<file path="src/core/dps_cfg.svh">
// constants of the drive profile sequencer: terminal function codes, limits, timing
// assumes inclusion by bare name from packages and modules of this block
`ifndef DPS_CFG_SVH
`define DPS_CFG_SVH

// ==========================================
// terminal function codes
`define DPS_FN_SEQ1       8'h29
`define DPS_FN_SEQ2       8'h2A
`define DPS_FN_MANUAL     8'h2B
`define DPS_FN_GO_STEP    8'h2C
`define DPS_FN_HOLD_STEP  8'h2D
`define DPS_FN_STEP_PULSE 8'h14
`define DPS_FN_SEQ_PULSE  8'h15

// ==========================================
// setting limits
`define DPS_STEPS_MIN     4'h1
`define DPS_STEPS_MAX     4'h8
`define DPS_WIN_MIN       8'h02
`define DPS_WIN_MAX       8'hC8
`define DPS_WIN_DEFAULT   8'h0A

// ==========================================
// timing
`define DPS_CLK_MHZ       200
`define DPS_TICK_MS       10
`define DPS_DECI_MS       100
`define DPS_PULSE_MS      100
`define DPS_TICK_CYCLES   (`DPS_TICK_MS * `DPS_CLK_MHZ * 1000)
`define DPS_DECI_TICKS    (`DPS_DECI_MS / `DPS_TICK_MS)
`define DPS_PULSE_TICKS   (`DPS_PULSE_MS / `DPS_TICK_MS)

`endif

</file>
<file path="src/core/dps_pkg.sv">
// types of the drive profile sequencer
// assumes nothing beyond the tool's package support
package dps_pkg;

  // ==========================================
  // sequencer states, one-hot
  typedef enum logic [6:0] {
    DPS_IDLE   = 7'h01,
    DPS_ARM    = 7'h02,
    DPS_LOAD   = 7'h04,
    DPS_FETCH  = 7'h08,
    DPS_RAMP   = 7'h10,
    DPS_DWELL  = 7'h20,
    DPS_WAITGO = 7'h40
  } dps_state_t;

  // ==========================================
  // advance types
  typedef enum logic {
    DPS_FREE_RUN = 1'b0,
    DPS_GATED    = 1'b1
  } dps_adv_t;

endpackage : dps_pkg

</file>
<file path="src/core/dps_sequencer.sv">
// drive profile sequencer: runs one of two stored step profiles from input terminals
// assumes terminal inputs synchronous to CORE_CLK and a ramp generator outside
// Notes on behaviour
// - codes 41 and 42 start profile one/two
// - code 43 hands control to normal sources
// - gated type: go-step while stopped advances
// - free-run type: hold-step freezes current step
// - code 20 output pulses on step change
// - code 21 output pulses 100 ms at last step
// - free-run type runs all steps unattended
// - gated type: advance per go-step while start held
// - second start within window means simultaneous
// - only steps up to step count run
// - each step has own frequency per profile
// - ramp time sets travel to target frequency
// - hold target for dwell time, then move
// - each step applies its own direction
// - step count limited to one through eight
// - window 0.02 to 2.00 s, default 0.10
`timescale 1ns/1ps
`include "dps_cfg.svh"

module dps_sequencer
  import dps_pkg::*;
#(
  parameter int NIN         = 8,
  parameter int NOUT        = 3,
  parameter int TICK_CYCLES = `DPS_TICK_CYCLES
) (
  input  wire logic              CORE_CLK,
  input  wire logic              NRST,
  input  wire logic [NIN-1:0]    PIN_IN,
  input  wire logic [NIN*8-1:0]  INPUT_PIN_FUNCTION,
  input  wire logic [NOUT*8-1:0] OUTPUT_PIN_FUNCTION,
  input  wire logic              ADV_TYPE,
  input  wire logic [7:0]        COINC_WINDOW,
  input  wire logic [3:0]        STEP_COUNT1,
  input  wire logic [3:0]        STEP_COUNT2,
  input  wire logic              MOTOR_STOPPED,
  input  wire logic              STEP_WR_EN,
  input  wire logic              STEP_WR_PROFILE,
  input  wire logic [2:0]        STEP_WR_INDEX,
  input  wire logic [15:0]       STEP_WR_FREQ,
  input  wire logic [12:0]       STEP_WR_RAMP,
  input  wire logic [12:0]       STEP_WR_DWELL,
  input  wire logic              STEP_WR_FWD,
  output logic                   RUN_CMD,
  output logic [15:0]            FREQ_REF,
  output logic [12:0]            RAMP_TIME,
  output logic                   DIR_FWD,
  output logic                   USE_MANUAL,
  output logic                   SEQ_ACTIVE,
  output logic                   ACTIVE_PROFILE,
  output logic [2:0]             STEP_NUM,
  output logic                   START_CONFLICT,
  output logic [NOUT-1:0]        OUT_PIN
);

  // ==========================================
  // terminal decode
  logic [NIN-1:0]  hit_seq1, hit_seq2, hit_man, hit_go, hit_hold;
  logic [NOUT-1:0] is_step_out, is_seq_out;

  for (genvar i = 0; i < NIN; i++) begin : g_in
    // each terminal matched against its configured function
    assign hit_seq1[i] = PIN_IN[i] && (INPUT_PIN_FUNCTION[i*8 +: 8] == `DPS_FN_SEQ1);
    assign hit_seq2[i] = PIN_IN[i] && (INPUT_PIN_FUNCTION[i*8 +: 8] == `DPS_FN_SEQ2);
    assign hit_man[i]  = PIN_IN[i] && (INPUT_PIN_FUNCTION[i*8 +: 8] == `DPS_FN_MANUAL);
    assign hit_go[i]   = PIN_IN[i] && (INPUT_PIN_FUNCTION[i*8 +: 8] == `DPS_FN_GO_STEP);
    assign hit_hold[i] = PIN_IN[i] && (INPUT_PIN_FUNCTION[i*8 +: 8] == `DPS_FN_HOLD_STEP);
  end

  logic seq1, seq2, manual, go, hold;
  assign seq1   = |hit_seq1;
  assign seq2   = |hit_seq2;
  assign manual = |hit_man;
  assign go     = |hit_go;
  assign hold   = |hit_hold;

  // ==========================================
  // clamped settings
  logic [3:0] cnt1, cnt2, cnt_sel;
  logic [7:0] win;
  always_comb begin
    cnt1 = STEP_COUNT1;
    if (STEP_COUNT1 < `DPS_STEPS_MIN) cnt1 = `DPS_STEPS_MIN;
    if (STEP_COUNT1 > `DPS_STEPS_MAX) cnt1 = `DPS_STEPS_MAX;
    cnt2 = STEP_COUNT2;
    if (STEP_COUNT2 < `DPS_STEPS_MIN) cnt2 = `DPS_STEPS_MIN;
    if (STEP_COUNT2 > `DPS_STEPS_MAX) cnt2 = `DPS_STEPS_MAX;
    win = COINC_WINDOW;
    if (COINC_WINDOW < `DPS_WIN_MIN) win = `DPS_WIN_MIN;
    if (COINC_WINDOW > `DPS_WIN_MAX) win = `DPS_WIN_MAX;
  end

  // ==========================================
  // timebase: 10 ms tick and 100 ms tick
  logic [$clog2(TICK_CYCLES+1)-1:0] cyc_q;
  logic [3:0] deci_q;
  logic       tick, deci;
  assign tick = (cyc_q == ($bits(cyc_q))'(TICK_CYCLES - 1));
  assign deci = tick && (deci_q == 4'(`DPS_DECI_TICKS - 1));

  // free-running prescaler, restarts only at reset
  always_ff @(posedge CORE_CLK) begin
    if (!NRST) begin
      cyc_q  <= '0;
      deci_q <= 4'h0;
    end else begin
      cyc_q <= tick ? '0 : cyc_q + 1'b1;
      if (tick) begin
        deci_q <= deci ? 4'h0 : deci_q + 4'h1;
      end
    end
  end

  // ==========================================
  // step store
  logic        prof_q;
  logic [2:0]  step_q;
  logic [42:0] rd_data;

  dps_step_mem #(
    .WIDTH (43),
    .AW    (4)
  ) u_mem (
    .CORE_CLK (CORE_CLK),
    .WR_EN    (STEP_WR_EN),
    .WR_ADDR  ({STEP_WR_PROFILE, STEP_WR_INDEX}),
    .WR_DATA  ({STEP_WR_FREQ, STEP_WR_RAMP, STEP_WR_DWELL, STEP_WR_FWD}),
    .RD_ADDR  ({prof_q, step_q}),
    .RD_DATA  (rd_data)
  );

  // ==========================================
  // sequencer state
  dps_state_t state_q;
  logic [7:0]  win_q;
  logic [12:0] timer_q;
  logic [12:0] dwell_q;
  logic        go_q;
  logic        last_step, go_edge, start_edge, seq1_q, seq2_q, advance;

  assign cnt_sel    = prof_q ? cnt2 : cnt1;
  assign last_step  = ({1'b0, step_q} == cnt_sel - 4'h1);
  assign go_edge    = go && !go_q;
  assign start_edge = (seq1 && !seq1_q) || (seq2 && !seq2_q);
  // a step change: leaving a finished step for a further one
  assign advance    = ((state_q == DPS_DWELL) && (ADV_TYPE == DPS_FREE_RUN) && !hold
                       && deci && (timer_q + 13'h1 >= dwell_q) && !last_step)
                   || ((state_q == DPS_WAITGO) && go_edge && MOTOR_STOPPED && (seq1 || seq2));

  // input edge history
  always_ff @(posedge CORE_CLK) begin
    if (!NRST) begin
      go_q   <= 1'b0;
      seq1_q <= 1'b0;
      seq2_q <= 1'b0;
    end else begin
      go_q   <= go;
      seq1_q <= seq1;
      seq2_q <= seq2;
    end
  end

  // main step machine; manual selection always wins and drops the profile
  always_ff @(posedge CORE_CLK) begin
    if (!NRST) begin
      state_q        <= DPS_IDLE;
      prof_q         <= 1'b0;
      step_q         <= 3'h0;
      win_q          <= 8'h00;
      timer_q        <= 13'h0000;
      START_CONFLICT <= 1'b0;
    end else if (manual) begin
      state_q <= DPS_IDLE;
    end else begin
      unique case (state_q)
        DPS_IDLE: begin
          win_q   <= 8'h00;
          if (start_edge) begin
            state_q <= DPS_ARM;
          end
        end
        DPS_ARM: begin
          // wait out the window so a late partner input is seen
          if (tick) win_q <= win_q + 8'h01;
          if (!seq1 && !seq2) begin
            state_q <= DPS_IDLE;
          end else if (tick && (win_q + 8'h01 >= win)) begin
            START_CONFLICT <= seq1 && seq2;
            if (seq1 && seq2) begin
              state_q <= DPS_IDLE;
            end else begin
              prof_q  <= seq2;
              step_q  <= 3'h0;
              state_q <= DPS_LOAD;
            end
          end
        end
        DPS_LOAD:  state_q <= DPS_FETCH;
        DPS_FETCH: begin
          timer_q <= 13'h0000;
          state_q <= DPS_RAMP;
        end
        DPS_RAMP: begin
          if (deci) timer_q <= timer_q + 13'h1;
          if (deci && (timer_q + 13'h1 >= RAMP_TIME)) begin
            timer_q <= 13'h0000;
            state_q <= DPS_DWELL;
          end
        end
        DPS_DWELL: begin
          if (deci && !(hold && ADV_TYPE == DPS_FREE_RUN)) begin
            timer_q <= timer_q + 13'h1;
          end
          if (advance) begin
            step_q  <= step_q + 3'h1;
            state_q <= DPS_LOAD;
          end else if (deci && (timer_q + 13'h1 >= dwell_q)
                       && !(hold && ADV_TYPE == DPS_FREE_RUN)) begin
            if (last_step) begin
              state_q <= DPS_IDLE;
            end else if (ADV_TYPE == DPS_GATED) begin
              state_q <= DPS_WAITGO;
            end
          end
        end
        DPS_WAITGO: begin
          if (!seq1 && !seq2) begin
            state_q <= DPS_IDLE;
          end else if (advance) begin
            step_q  <= step_q + 3'h1;
            state_q <= DPS_LOAD;
          end
        end
      endcase
    end
  end

  // step outputs latched once the stored word is out
  always_ff @(posedge CORE_CLK) begin
    if (!NRST) begin
      FREQ_REF  <= 16'h0000;
      RAMP_TIME <= 13'h0001;
      dwell_q   <= 13'h0001;
      DIR_FWD   <= 1'b1;
    end else if (state_q == DPS_FETCH) begin
      FREQ_REF  <= rd_data[42:27];
      RAMP_TIME <= rd_data[26:14];
      dwell_q   <= rd_data[13:1];
      DIR_FWD   <= rd_data[0];
    end
  end

  // ==========================================
  // status levels
  logic running;
  assign running = (state_q == DPS_LOAD) || (state_q == DPS_FETCH)
                || (state_q == DPS_RAMP) || (state_q == DPS_DWELL);

  always_ff @(posedge CORE_CLK) begin
    if (!NRST) begin
      RUN_CMD        <= 1'b0;
      USE_MANUAL     <= 1'b0;
      SEQ_ACTIVE     <= 1'b0;
      ACTIVE_PROFILE <= 1'b0;
      STEP_NUM       <= 3'h0;
    end else begin
      RUN_CMD        <= running && !manual; // stopped while waiting for go
      USE_MANUAL     <= manual;
      SEQ_ACTIVE     <= (running || state_q == DPS_WAITGO) && !manual;
      ACTIVE_PROFILE <= prof_q;
      STEP_NUM       <= step_q;
    end
  end

  // ==========================================
  // pulse outputs, both stretched to 100 ms
  logic [3:0] step_pls_q, seq_pls_q;
  logic       enter_last;
  assign enter_last = (state_q == DPS_FETCH) && last_step;

  always_ff @(posedge CORE_CLK) begin
    if (!NRST) begin
      step_pls_q <= 4'h0;
      seq_pls_q  <= 4'h0;
    end else begin
      // a new trigger restarts the stretch rather than being lost
      if (advance) begin
        step_pls_q <= 4'(`DPS_PULSE_TICKS);
      end else if (tick && step_pls_q != 4'h0) begin
        step_pls_q <= step_pls_q - 4'h1;
      end
      if (enter_last) begin
        seq_pls_q <= 4'(`DPS_PULSE_TICKS);
      end else if (tick && seq_pls_q != 4'h0) begin
        seq_pls_q <= seq_pls_q - 4'h1;
      end
    end
  end

  for (genvar j = 0; j < NOUT; j++) begin : g_out
    assign is_step_out[j] = (OUTPUT_PIN_FUNCTION[j*8 +: 8] == `DPS_FN_STEP_PULSE);
    assign is_seq_out[j]  = (OUTPUT_PIN_FUNCTION[j*8 +: 8] == `DPS_FN_SEQ_PULSE);
    // output terminal driven from the stretched pulse it is set for
    always_ff @(posedge CORE_CLK) begin
      if (!NRST) begin
        OUT_PIN[j] <= 1'b0;
      end else begin
        OUT_PIN[j] <= (is_step_out[j] && step_pls_q != 4'h0)
                   || (is_seq_out[j] && seq_pls_q != 4'h0);
      end
    end
  end

endmodule : dps_sequencer

</file>
<file path="src/core/dps_step_mem.sv">
// step parameter store: one word per profile and step, registered read
// assumes a single clock; writes come from the configuration side
`timescale 1ns/1ps

module dps_step_mem #(
  parameter int WIDTH = 43,
  parameter int AW    = 4
) (
  input  wire logic             CORE_CLK,
  input  wire logic             WR_EN,
  input  wire logic [AW-1:0]    WR_ADDR,
  input  wire logic [WIDTH-1:0] WR_DATA,
  input  wire logic [AW-1:0]    RD_ADDR,
  output logic      [WIDTH-1:0] RD_DATA
);

  logic [WIDTH-1:0] mem [0:(1<<AW)-1];

  // ==========================================
  // write and registered read, no reset so it maps to ram
  always_ff @(posedge CORE_CLK) begin
    if (WR_EN) begin
      mem[WR_ADDR] <= WR_DATA;
    end
    RD_DATA <= mem[RD_ADDR];
  end

endmodule : dps_step_mem

</file>
<file path="config.mk">
export PLATFORM = sky130hd
export DESIGN_NAME = dps_sequencer
export DESIGN_NICKNAME = d
export VERILOG_FILES = /design/src/core/dps_pkg.sv /design/src/core/dps_sequencer.sv /design/src/core/dps_step_mem.sv
export VERILOG_INCLUDE_DIRS = /design/src /design/src/core
export SDC_FILE = /design/constraint.sdc
export NUM_CORES = 1
export LEC_CHECK = 0
export BUFFER_PORTS_ARGS = -buffer_cell sky130_fd_sc_hd__buf_2
export CORE_ASPECT_RATIO = 1.75
export CORE_UTILIZATION = 55
export CTS_CLUSTER_DIAMETER = 200
export DETAILED_ROUTE_END_ITERATION = 10
export PLACE_DENSITY = 0.72
export SLEW_MARGIN = 20
export SYNTH_ARGS = -nofsm -noshare
export SYNTH_HDL_FRONTEND = slang
export SYNTH_SLANG_ARGS = --single-unit
</file>
<file path="constraint.sdc">
create_clock -name CORE_CLK -period 4.4 [get_ports CORE_CLK]
set_input_delay 0.22 -clock CORE_CLK [delete_from_list [all_inputs] [get_ports CORE_CLK]]
set_output_delay 0.22 -clock CORE_CLK [all_outputs]
set_load 0.005 [all_outputs]
</file>
==> summary.md <==
| Metric | Value |
|---|---|
| Clk root buf | `clkbuf_16` |
| I/O pin count | `a little over 200` |
| Clock share of power | `41.8%` |
| Setup ws final | `489 ps` |
| Max Root-Sink Buffers | `3` |
| Total power | `16.1 mW` |
| GR Overflow Total | `0` |
| Post-Synth XOR/XNOR Area | `1.17%` |
| Multiplexer share of the synthesized area | `14.6%` |
| 1st-iter DRT viols | `1324` |
| Clk sinks | `853` |
| Power density over the cells | `413 nW/um2` |
| Psw | `3.14 mW` |
| Layout cell share with drive strength beyond 1 | `28.2%` |
| CTS Buf Count | `72` |
| Switching Fraction | `about a fifth` |
| Post-synthesis adder-cell area fraction | `under 10%` |
| Yosys top cell area share | `61.3%` |
| Final hold violations | `0` |
| First-pass detailed-route iteration total | `5` |
| Power Internal | `12.9 mW` |
| WS Path Type | `reg -> reg` |
| HP Class | `in -> reg` |
| Mean Syn Cell Area | `18.0 um2` |
| CP max stage cell | `dfxtp_1` |
| Antenna viol nets, final | `0` |
| Cells after Synth | `between 1500 and 2000` |
| Crit path capture type | `register` |
| Vias | `around 18000` |
| Synthesized area | `approximately 34000 um2` |
| Synth cell types | `78` |
| Area share of and/or/nand/nor cells after synthesis | `6.72%` |
| DP Wirelength | `around 45000 um` |
| GRT Util Overall | `between 20% and 30%` |
| Final setup viols | `0` |
| Leakage power | `12.8 nW` |
| Die H | `329 um` |
| Skew final | `22.7 ps` |
| Peak supply drop | `0.247 mV` |
| Max Freq | `256 MHz` |
| FF+latch count, synth | `853` |
| Net count, final | `2378` |
| Pin count of the biggest net entering global routing | `77` |
| Initial core utilization | `55.9%` |
| Ys async rst share | `0%` |
| Die Wd | `189 um` |
| Placement Setup Slack | `481 ps` |
| Core area | `60300 um2` |
| Hold Startpoint | `NRST` |
| Data required time of the critical path | `4890 ps` |
| Status | `finished, final reports clean` |
| Syn nets | `2088` |
| Dominant cells by area after synthesis | `edfxtp_1 (61%), mux4_2 (14%), dfxtp_1 (9.8%)` |
| Largest family of logic cells by synthesized area | `multiplexers` |
| H-tree depth | `3` |
| Core Rows | `approximately 120` |
| Post-CTS Setup Inserts | `0` |
| Crit Reg-Reg Endpoint | `step_q[0]` |
| Post-layout min period | `slightly below 4000 ps` |
| Crit path max fanout | `8` |
| Max_cap viols | `0` |
| First-pass GRT wire length | `114000 um` |
| Reg power frac | `a little under three fifths` |
| Most common cell in the netlist | `edfxtp_1` |
| DR DRC count | `0` |
| Hold endpoint | `DIR_FWD` |
| Sequential area share after synthesis | `71.1%` |
| Slew @ Worst Pin | `1100 ps` |
| Reg2reg start | `timer_q[0]` |
| Comb pwr share | `2.9%` |
| Compound-Gate Fraction of Synth Area | `3.26%` |
| GP Congestion | `approximately 0.9` |
| Area growth, synth to finish | `15.4%` |
| EDFF count, synth | `688` |
| Setup TNS | `0 ps` |
| Normalized max-slew margin | `26.5%` |
| Vias in the first global route | `19100` |
| TritonCTS clock tree | `done` |
| RSZ-0062 raised after global routing | `no` |
| Total wire length | `76200 um` |
| Period utilization | `between 80% and 90%` |
| CP Cell Sequence | `ha_1 > nand2_1 > nor2_1 > nand3_1 > or2_2 > nor2_1 > xor2_1 > ha_1 > nand4_1 > a211oi_1 > a21oi_1 > a211oi_2 > a41oi_2 > a21oi_2 > mux2_2` |
| Wirelength per Cell | `25.3 um` |
| YS warnings | `0` |
| IO buf count | `204` |
| Initial antenna violation count | `3` |
| Most frequent cells after synthesis | `edfxtp_1 (688), mux4_2 (215), dfxtp_1 (165)` |
| Die area | `approximately 62000 um2` |
| Reg2reg path depth | `15` |
| Crit path arrival time | `4410 ps` |
| Hold depth | `2` |
| Leading area contributor after synthesis | `edfxtp_1` |
| Crit path launch type | `register` |
| Post-DR vias/cell | `6.06` |
| Crit-path max cell delay | `approximately 450 ps` |
| R2r setup slk | `490 ps` |
| Max Slew Vio Count | `0` |
| Clk slew on worst S/H paths | `70 ps` |
| Latest clock arrival within the worst-skew pair | `roughly 600 ps` |
| Main synth FF type | `edfxtp_1` |
## power by group through the flow
stage / logic [mW] / registers (mW) / clock network, mW
6_report: 0.462 / 8.89 / 6.72
5_1_grt: 0.498 / 8.90 / 7.10
4_1_cts: 0.465 / 8.89 / 6.84
3_5_place_dp: 0.426 / 9.07 / 0
3_3_place_gp: 0.408 / 9.05 / 0
2_1_floorplan: 0.177 / 9.06 / 0
## worst max-delay path: cells and delay by family (launching register included)
| family | cells | cell delay (ps) |
|---|---|---|
| muxes | 1 | 350 |
| AOI/OAI and AO/OA | 5 | 1230 |
| xor gates and xnor gates | 1 | 260 |
| adders and majority gates | 2 | 470 |
| DFF | 1 | 450 |
| and+or+nand+nor | 6 | 1060 |
## how the worst max path moves through the flow
| stage | startpoint | to | slack, ps | cells after the start |
|---|---|---|---|---|
| 5_1_grt | timer_q[0] | step_q[1] | 180 | 15 |
| 3_3_place_gp | timer_q[0] | step_q[1] | 590 | 15 |
| 2_1_floorplan | STEP_WR_INDEX[2] | u_mem.mem[0][0] | 230 | 2 |
| 3_5_place_dp | timer_q[0] | step_q[0] | 480 | 15 |
| 6_report | timer_q[0] | step_q[0] | 490 | 15 |
| 4_1_cts | timer_q[0] | step_q[0] | 460 | 15 |
## final cells by class
type / instances / area (um2)
diodes: 1 / 2.50
fillers: 4156 / 21400
clock buffers: 92 / 1960
repair buffers: 294 / 1900
inverters: 43 / 161
clock inverters: 40 / 544
flip-flops and latches: 853 / 24000
multi-input cells: 903 / 9370
well taps: 786 / 983
## cells by family after synthesis
| family | after synthesis |
|---|---|
| adders and majority gates | 47 |
| DFF | 853 |
| muxes | 221 |
| and+or+nand+nor | 424 |
| xor gates and xnor gates | 45 |
| buffers and inverters | 121 |
| AOI/OAI and AO/OA | 166 |
## state kept, by name (all words and copies together) (netlist names), 3 cells and up
signal,cells
FREQ_REF,16
OUT_PIN,3
RAMP_TIME,13
STEP_NUM,3
cyc_q,21
deci_q,4
dwell_q,13
seq_pls_q,4
state_q,7
step_pls_q,4
step_q,3
timer_q,13
u_mem.RD_DATA,43
u_mem.mem,688
win_q,8
## cell usage in the layout (no fill, tap or decap), drive strengths merged, types with 25 or more instances in the layout
cell         count
nand2          141
ha              47
nor2            80
a21oi           76
mux4           215
dlygate4sd3     53
xnor2           25
buf            241
edfxtp         688
nand3           43
dfxtp          165
clkbuf          92
inv             48
## stage by stage
| step | hold slack [ps] | cell area, um2 | cells | utilization (%) |
|---|---|---|---|---|
| 3_3_place_gp | 421 | 35900 | 2826 | 59.5 |
| 6_report | 73.0 | 38900 | 3012 | 64.5 |
| 3_5_place_dp | 428 | 35900 | 2826 | 59.5 |
| 5_1_grt | 70.8 | 38900 | 3012 | 64.5 |
| 2_1_floorplan | 319 | 33700 | 1877 | - |
| 4_1_cts | 41.8 | 38900 | 3011 | 64.5 |
## layer usage
metal,GRT usage (%),routed length (um),vias to the layer above
li1,-,-,8066
met1,30.3,28200,9305
met2,45.2,40600,742
met3,3.61,5000,128
met4,9.41,2400,2
met5,0,10,-
## what timing repair did
action                    CTS  global route
hold buffers               53             0
gates resized for setup     0             0
hold endpoints to repair  692             0
Note: power is estimated with default switching activity, not from simulation.
